--- src/hdl/slcr_defs.svh ---
`ifndef SLCR_DEFS_SVH
`define SLCR_DEFS_SVH
// ==========================================
// Register byte offsets
`define SLCR_WIN_LO     12'h330
`define SLCR_WIN_HI     12'h350
`define SLCR_RATE_OFF   12'h400
`define SLCR_LANES_OFF  12'h404
`define SLCR_FRAME_OFF  12'h408
`define SLCR_TRAIN_OFF  12'h40C
`define SLCR_TEST_OFF   12'h410
`define SLCR_ISTAT_OFF  12'h440
`define SLCR_ICLR_OFF   12'h444
`define SLCR_IEN_OFF    12'h448
// ==========================================
// Field codes and reset values
`define SLCR_RATE_HI    8'h0A
`define SLCR_RATE_LO    8'h06
`define SLCR_LANES_MIN  5'h01
`define SLCR_LANES_MAX  5'h04
`define SLCR_TP_RSVD    2'h3
`define SLCR_RATE_RST   8'h06
`define SLCR_LANES_RST  5'h01
// ==========================================
// Sizes and interrupt bit positions
`define SLCR_PKT_WORDS  9
`define SLCR_IRQ_BITS   2
`define SLCR_IRQ_PKT    0
`define SLCR_IRQ_CFG    1
`endif

--- src/hdl/slcr_pkg.sv ---
package slcr_pkg;
    // ==========================================
    // Captured packet, header in the low word
    typedef struct packed {
        logic [31:0][7:0] payload_byte; // [0] lowest
        logic [3:0][7:0]  header_byte;  // [0] lowest
    } slcr_pkt_t;
    // Link settings written by the transmitter
    typedef struct packed {
        logic [7:0] rate;  // Bandwidth code
        logic [4:0] lanes; // Enabled lanes
        logic       enh;   // Enhanced framing
        logic [1:0] tp;    // Training pattern
        logic [1:0] lq;    // Quality pattern
    } slcr_cfg_t;
    // APB request from the master
    typedef struct packed {
        logic [11:0] paddr;
        logic        psel;
        logic        penable;
        logic        pwrite;
        logic [31:0] pwdata;
    } slcr_apb_t;
endpackage : slcr_pkg

--- src/hdl/slcr_top.sv ---
`timescale 1ns/1ps
`include "slcr_defs.svh"
// How it works
// - Packets are always 32 data bytes
// - Keyhole window, nine reads per packet
// - Header word first, then payload ascending
// - Flag clears after ninth; blocks capture
// - Rate code 0x0A or 0x06
// - Lane count one to four
// - Framing bit one when enhanced
// - Training codes 00, 01, 10
// - Quality pattern codes 00 to 11
module slcr_top (
    input  wire logic                pclk,
    input  wire logic                presetn,
    input  wire slcr_pkg::slcr_apb_t apb,
    output logic                     pready,
    output logic [31:0]              prdata,
    output logic                     pslverr,
    input  wire slcr_pkg::slcr_pkt_t pkt_in,
    input  wire logic                pkt_valid,
    output logic                     pkt_ready,
    input  wire slcr_pkg::slcr_cfg_t cfg_in,
    input  wire logic                cfg_we,
    output logic                     irq
);

    // ==========================================
    // Bus phase decode

    // Setup cycle of a transfer
    wire setup  = apb.psel & ~apb.penable;
    // Access cycle; always zero wait
    wire access = apb.psel & apb.penable;
    // Completed write
    wire wr_acc = access & apb.pwrite;
    // Completed read
    wire rd_acc = access & ~apb.pwrite;
    // Read announced in setup
    wire rd_set = setup & ~apb.pwrite;

    // ==========================================
    // Address decode

    // Word aligned access
    wire aligned  = (apb.paddr[1:0] == 2'h0);
    // Inside the keyhole range
    wire in_win   = (apb.paddr >= `SLCR_WIN_LO) &
                    (apb.paddr <= `SLCR_WIN_HI);
    // Keyhole hit
    wire hit_win  = aligned & in_win;
    // Link rate readout
    wire hit_rate = (apb.paddr == `SLCR_RATE_OFF);
    // Lane count readout
    wire hit_lane = (apb.paddr == `SLCR_LANES_OFF);
    // Framing readout
    wire hit_frm  = (apb.paddr == `SLCR_FRAME_OFF);
    // Training readout
    wire hit_trn  = (apb.paddr == `SLCR_TRAIN_OFF);
    // Quality pattern readout
    wire hit_tst  = (apb.paddr == `SLCR_TEST_OFF);
    // Interrupt status
    wire hit_ist  = (apb.paddr == `SLCR_ISTAT_OFF);
    // Interrupt clear
    wire hit_icl  = (apb.paddr == `SLCR_ICLR_OFF);
    // Interrupt enable
    wire hit_ien  = (apb.paddr == `SLCR_IEN_OFF);
    // Any mapped word
    wire mapped   = hit_win | hit_rate | hit_lane |
                    hit_frm | hit_trn | hit_tst |
                    hit_ist | hit_icl | hit_ien;

    // ==========================================
    // Packet store

    logic [31:0] pkt_word; // Word at the pointer
    logic        pkt_full; // Packet waiting
    logic        pop;      // Advance the keyhole

    assign pop = rd_acc & hit_win;

    // Holds one packet until all words are read
    slcr_pkt_store #(
        .WORDS     (`SLCR_PKT_WORDS)
    ) u_store (
        .pclk      (pclk),
        .presetn   (presetn),
        .pkt_in    (pkt_in),
        .pkt_valid (pkt_valid),
        .pkt_ready (pkt_ready),
        .pop       (pop),
        .word      (pkt_word),
        .full      (pkt_full)
    );

    // ==========================================
    // Link settings mirror

    slcr_pkg::slcr_cfg_t cfg;     // Current settings
    logic                cfg_chg; // A field changed

    // Fed only by the transmitter side
    slcr_cfg_mirror u_mirror (
        .pclk    (pclk),
        .presetn (presetn),
        .cfg_in  (cfg_in),
        .cfg_we  (cfg_we),
        .cfg     (cfg),
        .changed (cfg_chg)
    );

    // ==========================================
    // Interrupt registers

    localparam int NB = `SLCR_IRQ_BITS;

    logic [NB-1:0] ist_r;   // Sticky status
    logic [NB-1:0] ist_nxt; // Next status
    logic [NB-1:0] ien_r;   // Enable mask
    logic [NB-1:0] ev;      // Events this cycle
    logic [NB-1:0] clr;     // Software clear mask

    // A captured packet and a settings change
    assign ev[`SLCR_IRQ_PKT] = pkt_valid & pkt_ready;
    assign ev[`SLCR_IRQ_CFG] = cfg_chg;

    // Clear is write-one-to-clear
    assign clr = (wr_acc & hit_icl) ? apb.pwdata[NB-1:0] : '0;

    // Set after clear, so an event is never lost
    assign ist_nxt = (ist_r & ~clr) | ev;

    // Status and enable update
    always_ff @(posedge pclk or negedge presetn) begin
        if (!presetn) begin
            ist_r <= '0;
            ien_r <= '0;
        end else begin
            ist_r <= ist_nxt;
            if (wr_acc & hit_ien) begin
                ien_r <= apb.pwdata[NB-1:0];
            end
        end
    end

    // Level output while an enabled bit is set
    assign irq = |(ist_r & ien_r);

    // ==========================================
    // Read data selection

    logic [31:0] rd_mux; // Value for this address
    logic [31:0] prdata_r; // Registered read data

    wire [31:0] v_win  = pkt_word;
    wire [31:0] v_rate = {24'h0, cfg.rate};
    wire [31:0] v_lane = {27'h0, cfg.lanes};
    wire [31:0] v_frm  = {31'h0, cfg.enh};
    wire [31:0] v_trn  = {30'h0, cfg.tp};
    wire [31:0] v_tst  = {30'h0, cfg.lq};
    // Interrupt status and enable
    wire [31:0] v_ist  = {{(32-NB){1'b0}}, ist_r};
    wire [31:0] v_ien  = {{(32-NB){1'b0}}, ien_r};

    // Clear register reads as zero
    assign rd_mux = hit_win  ? v_win  :
                    hit_rate ? v_rate :
                    hit_lane ? v_lane :
                    hit_frm  ? v_frm  :
                    hit_trn  ? v_trn  :
                    hit_tst  ? v_tst  :
                    hit_ist  ? v_ist  :
                    hit_ien  ? v_ien  :
                    32'h0;

    // Capture in setup so the pop does not
    // disturb the word being returned
    always_ff @(posedge pclk or negedge presetn) begin
        if (!presetn) begin
            prdata_r <= 32'h0;
        end else if (rd_set) begin
            prdata_r <= rd_mux;
        end
    end

    // ==========================================
    // Bus answer

    // Zero wait states: ready in every access
    assign pready  = access;
    // Read data from the setup capture
    assign prdata  = prdata_r;
    // Error only for unmapped or misaligned;
    // writes to readouts complete quietly
    assign pslverr = access & ~mapped;

    // readout writes decode nowhere
    // No write path reaches the mirror or the
    // store; only the interrupt words take data.

    // ==========================================
    // Checks

    // Completed keyhole reads of the packet held now.
    // Counted apart from the store's pointer so that
    // the drain checks below do not trust the logic
    // that they are meant to watch.
    logic [3:0] pops_r; // Reads since capture

    // Restart on capture, count pops while pending
    always_ff @(posedge pclk or negedge presetn) begin
        if (!presetn) begin
            pops_r <= 4'h0;
        end else if (ev[`SLCR_IRQ_PKT]) begin
            pops_r <= 4'h0;
        end else if (pop & pkt_full) begin
            pops_r <= pops_r + 4'h1;
        end
    end

    // Keyhole read returns the word seen at setup
    property p_win_read;
        @(posedge pclk) disable iff (!presetn)
        rd_set && hit_win |=> prdata == $past(pkt_word);
    endproperty
    a_win_read: assert property (p_win_read) else $error("keyhole data wrong");

    // Framing readout shows the mirrored bit
    property p_frm_read;
        @(posedge pclk) disable iff (!presetn)
        rd_set && hit_frm |=> prdata == {31'h0, $past(cfg.enh)};
    endproperty
    a_frm_read: assert property (p_frm_read) else $error("framing readout wrong");

    // Training readout never shows the reserved code
    property p_trn_read;
        @(posedge pclk) disable iff (!presetn)
        rd_set && hit_trn |=> prdata[31:2] == 30'h0 && prdata[1:0] != `SLCR_TP_RSVD;
    endproperty
    a_trn_read: assert property (p_trn_read) else $error("training readout wrong");

    // A write to the keyhole does not move it
    property p_wr_ignore;
        @(posedge pclk) disable iff (!presetn)
        wr_acc && hit_win && !pkt_valid |=> $stable(pkt_word) && $stable(pkt_full);
    endproperty
    a_wr_ignore: assert property (p_wr_ignore) else $error("write moved keyhole");

    // A write to a readout leaves settings alone
    property p_cfg_ignore;
        @(posedge pclk) disable iff (!presetn)
        wr_acc && !cfg_we |=> $stable(cfg);
    endproperty
    a_cfg_ignore: assert property (p_cfg_ignore) else $error("write changed settings");

    // Ninth completed read drains a pending packet
    property p_nine;
        @(posedge pclk) disable iff (!presetn)
        pkt_full && pop && pops_r == 4'h8 |=> !pkt_full;
    endproperty
    a_nine: assert property (p_nine) else $error("packet not drained");

    // Event is kept even when cleared together
    property p_set_wins;
        @(posedge pclk) disable iff (!presetn)
        ev[`SLCR_IRQ_PKT] |=> ist_r[`SLCR_IRQ_PKT];
    endproperty
    a_set_wins: assert property (p_set_wins) else $error("packet event lost");

    // Fewer than nine reads keep the packet and the block
    property p_keep;
        @(posedge pclk) disable iff (!presetn)
        pkt_full && pops_r < 4'h8 |=> pkt_full && !pkt_ready;
    endproperty
    a_keep: assert property (p_keep) else $error("packet released early");

    // Rate readout shows the mirrored code
    property p_rate_read;
        @(posedge pclk) disable iff (!presetn)
        rd_set && hit_rate |=> prdata == {24'h0, $past(cfg.rate)};
    endproperty
    a_rate_read: assert property (p_rate_read) else $error("rate readout wrong");

    // Lane readout shows the mirrored count
    property p_lane_read;
        @(posedge pclk) disable iff (!presetn)
        rd_set && hit_lane |=> prdata == {27'h0, $past(cfg.lanes)};
    endproperty
    a_lane_read: assert property (p_lane_read) else $error("lane readout wrong");

    // Quality pattern readout shows the mirrored code
    property p_tst_read;
        @(posedge pclk) disable iff (!presetn)
        rd_set && hit_tst |=> prdata == {30'h0, $past(cfg.lq)};
    endproperty
    a_tst_read: assert property (p_tst_read) else $error("pattern readout wrong");

    // Status readout shows the sticky bits
    property p_ist_read;
        @(posedge pclk) disable iff (!presetn)
        rd_set && hit_ist |=> prdata == {{(32-NB){1'b0}}, $past(ist_r)};
    endproperty
    a_ist_read: assert property (p_ist_read) else $error("status readout wrong");

    // Enable readout shows the mask
    property p_ien_read;
        @(posedge pclk) disable iff (!presetn)
        rd_set && hit_ien |=> prdata == {{(32-NB){1'b0}}, $past(ien_r)};
    endproperty
    a_ien_read: assert property (p_ien_read) else $error("enable readout wrong");

    // Clear register is write only and reads zero
    property p_icl_read;
        @(posedge pclk) disable iff (!presetn)
        rd_set && hit_icl |=> prdata == 32'h0;
    endproperty
    a_icl_read: assert property (p_icl_read) else $error("clear readout not zero");

    // Unmapped or misaligned reads return zero
    property p_err_read;
        @(posedge pclk) disable iff (!presetn)
        rd_set && !mapped |=> prdata == 32'h0;
    endproperty
    a_err_read: assert property (p_err_read) else $error("unmapped read not zero");

    // A clear drops its status bit unless an event
    // arrives in the same cycle, which then wins
    for (genvar b = 0; b < NB; b++) begin : g_clr_chk
        property p_clr_bit;
            @(posedge pclk) disable iff (!presetn)
            clr[b] && !ev[b] |=> !ist_r[b];
        endproperty
        a_clr_bit: assert property (p_clr_bit) else $error("status bit not cleared");
    end

endmodule : slcr_top

--- src/hdl/slcr_pkt_store.sv ---
`timescale 1ns/1ps
`include "slcr_defs.svh"
module slcr_pkt_store #(
    parameter int WORDS = `SLCR_PKT_WORDS
) (
    input  wire logic                pclk,
    input  wire logic                presetn,
    input  wire slcr_pkg::slcr_pkt_t pkt_in,
    input  wire logic                pkt_valid,
    output logic                     pkt_ready,
    input  wire logic                pop,
    output logic [31:0]              word,
    output logic                     full
);
    // Layout is fixed at nine words
    if (WORDS != 9) begin : g_chk
        $error("WORDS must be 9");
    end
    logic [WORDS-1:0][31:0] mem_r;  // Packet words
    logic [3:0]             idx_r;  // Keyhole pointer
    logic                   full_r; // Packet pending
    wire take = pkt_valid & ~full_r;
    wire last = (idx_r == 4'(WORDS - 1));
    // ==========================================
    // Capture and keyhole pointer
    always_ff @(posedge pclk or negedge presetn) begin
        if (!presetn) begin
            mem_r  <= '0;
            idx_r  <= 4'h0;
            full_r <= 1'b0;
        end else if (take) begin
            mem_r  <= pkt_in;
            idx_r  <= 4'h0;
            full_r <= 1'b1;
        end else if (pop & full_r) begin
            idx_r  <= last ? 4'h0 : idx_r + 4'h1;
            full_r <= ~last;
        end
    end
    assign pkt_ready = ~full_r;
    assign word = full_r ? mem_r[idx_r] : 32'h0;
    assign full = full_r;
    property p_ps_full;
        @(posedge pclk) disable iff (!presetn)
        full_r && pop && last |=> !full_r && pkt_ready;
    endproperty
    a_ps_full: assert property (p_ps_full) else $error("flag not cleared");
    property p_ps_hdr;
        @(posedge pclk) disable iff (!presetn)
        take |=> word[7:0] == $past(pkt_in.header_byte[0]) && word[31:24] == $past(pkt_in.header_byte[3]);
    endproperty
    a_ps_hdr: assert property (p_ps_hdr) else $error("header word wrong");
    property p_ps_step;
        @(posedge pclk) disable iff (!presetn)
        full_r && pop && !last |=> idx_r == $past(idx_r) + 4'h1 && full_r;
    endproperty
    a_ps_step: assert property (p_ps_step) else $error("keyhole no step");
endmodule : slcr_pkt_store

--- src/hdl/slcr_cfg_mirror.sv ---
`timescale 1ns/1ps
`include "slcr_defs.svh"
module slcr_cfg_mirror (
    input  wire logic                pclk,
    input  wire logic                presetn,
    input  wire slcr_pkg::slcr_cfg_t cfg_in,
    input  wire logic                cfg_we,
    output slcr_pkg::slcr_cfg_t      cfg,
    output logic                     changed
);
    slcr_pkg::slcr_cfg_t cfg_r;   // Mirrored settings
    slcr_pkg::slcr_cfg_t cfg_nxt; // Filtered update
    logic                chg_r;   // Change pulse
    // Invalid codes keep the previous value
    wire rate_ok = (cfg_in.rate == `SLCR_RATE_HI) | (cfg_in.rate == `SLCR_RATE_LO);
    wire lane_ok = (cfg_in.lanes >= `SLCR_LANES_MIN) & (cfg_in.lanes <= `SLCR_LANES_MAX);
    assign cfg_nxt.rate  = rate_ok ? cfg_in.rate : cfg_r.rate;
    assign cfg_nxt.lanes = lane_ok ? cfg_in.lanes : cfg_r.lanes;
    assign cfg_nxt.enh   = cfg_in.enh;
    assign cfg_nxt.tp    = (cfg_in.tp != `SLCR_TP_RSVD) ? cfg_in.tp : cfg_r.tp;
    assign cfg_nxt.lq    = cfg_in.lq;
    // ==========================================
    // Mirror update
    always_ff @(posedge pclk or negedge presetn) begin
        if (!presetn) begin
            cfg_r <= '{rate: `SLCR_RATE_RST, lanes: `SLCR_LANES_RST, default: '0};
            chg_r <= 1'b0;
        end else begin
            chg_r <= cfg_we & (cfg_nxt != cfg_r);
            if (cfg_we) begin
                cfg_r <= cfg_nxt;
            end
        end
    end
    assign cfg     = cfg_r;
    assign changed = chg_r;
    property p_cm_codes;
        @(posedge pclk) disable iff (!presetn)
        (cfg_r.rate == `SLCR_RATE_HI || cfg_r.rate == `SLCR_RATE_LO) && cfg_r.tp != `SLCR_TP_RSVD;
    endproperty
    a_cm_codes: assert property (p_cm_codes) else $error("bad rate or pattern");
    property p_cm_lanes;
        @(posedge pclk) disable iff (!presetn)
        cfg_r.lanes >= `SLCR_LANES_MIN && cfg_r.lanes <= `SLCR_LANES_MAX;
    endproperty
    a_cm_lanes: assert property (p_cm_lanes) else $error("lane count out of range");
    property p_cm_lq;
        @(posedge pclk) disable iff (!presetn)
        cfg_we |=> cfg_r.lq == $past(cfg_in.lq) && cfg_r.enh == $past(cfg_in.enh);
    endproperty
    a_cm_lq: assert property (p_cm_lq) else $error("pattern not mirrored");
endmodule : slcr_cfg_mirror

--- config.mk ---
export PLATFORM = sky130hd
export DESIGN_NAME = slcr_top
export DESIGN_NICKNAME = d
export VERILOG_FILES = /design/src/hdl/slcr_pkg.sv /design/src/hdl/slcr_top.sv /design/src/hdl/slcr_pkt_store.sv /design/src/hdl/slcr_cfg_mirror.sv
export VERILOG_INCLUDE_DIRS = /design/src /design/src/hdl
export SDC_FILE = /design/constraint.sdc
export NUM_CORES = 1
export LEC_CHECK = 0
export BUFFER_PORTS_ARGS = -buffer_cell sky130_fd_sc_hd__buf_2
export CORE_MARGIN = 1
export CORE_UTILIZATION = 54
export CTS_BUF_LIST = sky130_fd_sc_hd__clkbuf_16
export DETAILED_ROUTE_END_ITERATION = 10
export PLACE_DENSITY_LB_ADDON = 0.1
export SLEW_MARGIN = 20
export SYNTH_ARGS = -nofsm -noshare
export SYNTH_HDL_FRONTEND = slang
export SYNTH_SLANG_ARGS = --single-unit
--- constraint.sdc ---
create_clock -name pclk -period 2.6 [get_ports pclk]
set_clock_uncertainty 0.15 [all_clocks]
set_input_delay 0.26 -clock pclk [delete_from_list [all_inputs] [get_ports pclk]]
set_output_delay 0.26 -clock pclk [all_outputs]
set_load 0.01 [all_outputs]
==> impl_metrics.env <==
export IMPL_grt_overflow=0
export IMPL_drtIter0Drc=1334
export IMPL_ys_seq_area_share_pct=55.2
export IMPL_synth_top_family_by_area="simple AND/OR/NAND/NOR gates"
export IMPL_crit_type="reg2reg"
export IMPL_cts_made_buffers=37
export IMPL_startpoint="u_store.idx_r[0]"
export IMPL_ys_types=53
export IMPL_multi_input_comb_area_um2=6620
export IMPL_leakagePower_uw=0.0117
export IMPL_crit_required_ns=2.81
export IMPL_regArea_um2=8720
export IMPL_path_clk_slew_ns=0.06
export IMPL_fillers=1847
export IMPL_grt_pass1_vias=15841
export IMPL_cap_viol_max_count=0
export IMPL_viasPerCell=5.50
export IMPL_netlist_area_um2=15800
export IMPL_finalHoldViolCount=0
export IMPL_start_util_pct=55.0
export IMPL_grt_start_max_net_pins=84
export IMPL_finalCriticalPeriod_ns=2.36
export IMPL_core_um2=28700
export IMPL_min_period_over_period_pct=90.8
export IMPL_clock_latency_ns=0.51
export IMPL_routed_wl_um=52100
export IMPL_setup_viol=0
export IMPL_path_delay_family="multiplexers"
export IMPL_setup_ws_ns=0.240
export IMPL_synth_seq_cells=348
export IMPL_syn_nets=2066
export IMPL_regToRegSetupSlack_ns=0.24
export IMPL_cp_slowest_cell="mux4_2"
export IMPL_ys_dominant_reg_cell="dfrtp_1"
export IMPL_critPathLaunchType="flip-flop"
export IMPL_min_from="cfg_in[14]"
export IMPL_path_max_fanout=32
export IMPL_tritoncts="built"
export IMPL_max_freq_mhz=424
export IMPL_tns_ns=0
export IMPL_ant_nets=0
export IMPL_core_rowCount=62
export IMPL_synth_edf_count=0
export IMPL_grt_util_all_layers_pct=35.6
export IMPL_design_area_um2=22400
export IMPL_grtUsageMet2_pct=57.1
export IMPL_synthAdderAreaFrac_pct=0.159
export IMPL_slowest_delay_ns=0.54
export IMPL_cts_sinks=348
export IMPL_vias=15198
export IMPL_ir_drop_uv=425
export IMPL_ys_warn_count=0
export IMPL_placed_area_um2=18200
export IMPL_synth_avg_cell_area_um2=9.24
export IMPL_tightestPinTransition_ns=0.668
export IMPL_worstPathCellList="buf_12, mux4_2, mux2i_1, nor2_1, a211oi_1, nor3_1"
export IMPL_die_w_um=173
export IMPL_dp_hpwl_um=30300
export IMPL_maxSlewHeadroom_pct=55.3
export IMPL_path_buf_inv=1
export IMPL_io_pins=393
export IMPL_cts_root_buffer="clkbuf_16"
export IMPL_gr_usage_met1_pct=46.7
export IMPL_rsz0062_at_grt="no"
export IMPL_port_buffers=362
export IMPL_antenna_found_initial=11
export IMPL_status="completed"
export IMPL_powerDensity_nw_per_um2=615
export IMPL_drive_gt1_share_pct=22.5
export IMPL_dr_pass1_iters=6
export IMPL_synth_compound_area_share_pct=3.41
export IMPL_synth_mux_area_share_pct=11.9
export IMPL_die_h_um=173
export IMPL_critPathCaptureType="flip-flop"
export IMPL_yosys_area_share_simple_pct=25.9
export IMPL_grt_pass1_wl_um=83400
export IMPL_postCtsSetupBuffers=0
export IMPL_synth_xor_area_share_pct=0.444
export IMPL_place_congestion=0.850
export IMPL_synthToLayoutAreaGrowth_pct=42.2
export IMPL_drc=0
export IMPL_r2r_start="u_store.idx_r[0]"
export IMPL_pre_cts_slack_ns=0.0638
export IMPL_nets=2709
export IMPL_hp_class="in2reg"
export IMPL_synth_async_sr_flop_share_pct=100
export IMPL_wl_per_cell_um=18.8
export IMPL_cts_buffer_depth=3
export IMPL_h_tree_depth=2
export IMPL_busiest_layer="met2"
export IMPL_use_met3_pct=6.82
export IMPL_dieArea_um2=29900
export IMPL_crit_arrival_ns=2.57
export IMPL_synthCells=1707
export IMPL_report_final_slew_viol_count=0
-- where the power goes --
| group | switching (uW) | total, uW | internal, uW |
|---|---|---|---|
| Clock | 2100 | 5060 | 2960 |
| Combinational | 1100 | 2310 | 1200 |
| Sequential | 373 | 6420 | 6050 |
-- metrics by stage --
step / std cells / total power (uW) / hold WS, ns / utilization [%]
final: 2765 / 13800 / 0.00481 / 78.2
after CTS: 2755 / 13700 / 0.00913 / 78.0
after global routing: 2764 / 14300 / 0.0483 / 78.1
after global placement: 2386 / 8260 / 0.113 / 63.4
after floorplan: 1707 / 7440 / -0.186 / -
after detailed placement: 2386 / 8330 / 0.116 / 63.4
-- layout make-up --
class / count / share of cell area [%]
clock inverters: 23 / 0.881
well taps: 384 / 2.14
multi-input cells: 1239 / 29.5
repair buffers: 711 / 24.1
diodes: 10 / 0.112
flip-flops and latches: 348 / 38.9
clock buffers: 37 / 4.13
inverters: 13 / 0.218
-- metal layers --
metal / vias to the layer above / share of wire (%)
met2: 864 / 48
li1: 6816 / -
met3: 232 / 7.8
met1: 7284 / 39
met5: - / 0.019
met4: 2 / 5.4
-- path summary, 6_finish.rpt --
check	cells past startpoint	to
max	6	prdata[22]
min	4	u_mirror.changed
max reg2reg	6	prdata[22]
min reg2reg	1	ist_r[1]
max in group asynchronous	4	u_store.mem_r[226]
min in group asynchronous	2	u_mirror.cfg[7]
-- state kept, by name, summed over array words and instances, names as in the netlist --
signal and count:
ien_r 2, ist_r 2, prdata 32, u_mirror.cfg 18, u_mirror.changed 1, u_store.full 1, u_store.idx_r 4, u_store.mem_r 288
-- synth_stat cells, drive strengths merged (2+ instances only) --
master  instances  area share (%)
nor2           78             1.9
inv            13            0.31
buf            22            0.66
nor3b           2           0.095
mux2i          36             2.3
a21o            3            0.14
nand2b          5            0.20
nor3           29            0.92
nand3          10            0.32
or4b            2            0.13
o22ai           2           0.079
ha              2            0.16
mux2            8            0.57
nor2b           2           0.079
a31oi           6            0.24
o21ai          16            0.51
o31a            3            0.17
and2           11            0.44
a21oi          12            0.38
or4             4            0.21
nor4            3            0.12
xnor2           3            0.17
dfrtp         345              55
a32oi           3            0.17
dfstp           3            0.50
o31ai           2           0.095
mux4           63             9.0
nand2         887              21
clkbuf         85             2.0
a211oi         24             1.1
xor2            5            0.28
-- placed cells by master (no fill, tap or decap), types with 2 or more instances in the layout --
cell type,netlist,routed
xor2_1,5,5
nor4_1,3,3
inv_1,13,18
mux2_2,8,8
dlygate4sd3_1,0,309
nand3_1,10,10
clkbuf_16,0,37
or4_1,3,3
buf_4,1,24
a31oi_1,6,6
nor3b_1,2,2
nand2_1,887,886
mux2i_1,36,36
a21o_1,3,3
and2_1,11,11
mux4_2,63,63
dfrtp_1,345,343
o22ai_1,2,2
clkinv_2,0,5
diode_2,0,10
nand2b_1,5,5
or4b_2,2,2
a21oi_1,12,12
clkinv_1,0,8
o31a_1,3,3
dfrtp_4,0,2
a211oi_1,24,24
nor3_1,29,29
ha_1,2,2
buf_2,8,361
dfstp_2,3,3
buf_12,0,16
o31ai_1,2,2
nor2_1,78,77
bufinv_16,0,4
a32oi_1,3,3
xnor2_1,3,3
o21ai_0,16,16
-- cell families (layout without fill, tap and decap cells) --
| group | count (synthesis) | after routing |
|---|---|---|
| fa+ha+maj | 2 | 2 |
| compound gates | 80 | 80 |
| mux | 107 | 107 |
| flops | 348 | 348 |
| other cells | 0 | 10 |
| simple gates | 1042 | 1042 |
| xor+xnor | 8 | 8 |
| buf+inv | 120 | 784 |
-- worst register-to-register path, delay by kind of cell (launching register included) --
family / cells / cell delay [ns]
AO/OA/AOI/OAI: 1 / 0.27
AND/OR/NAND/NOR: 2 / 0.23
buffers and inverters: 1 / 0.28
flip-flops: 1 / 0.45
multiplexers: 2 / 0.83
-- what timing repair did --
item / in CTS / in global routing
endpoints found under the hold margin: 365 / 0
gates resized for setup: 0 / 0
hold buffers: 309 / 0
Note: power is estimated with default switching activity, not from simulation.
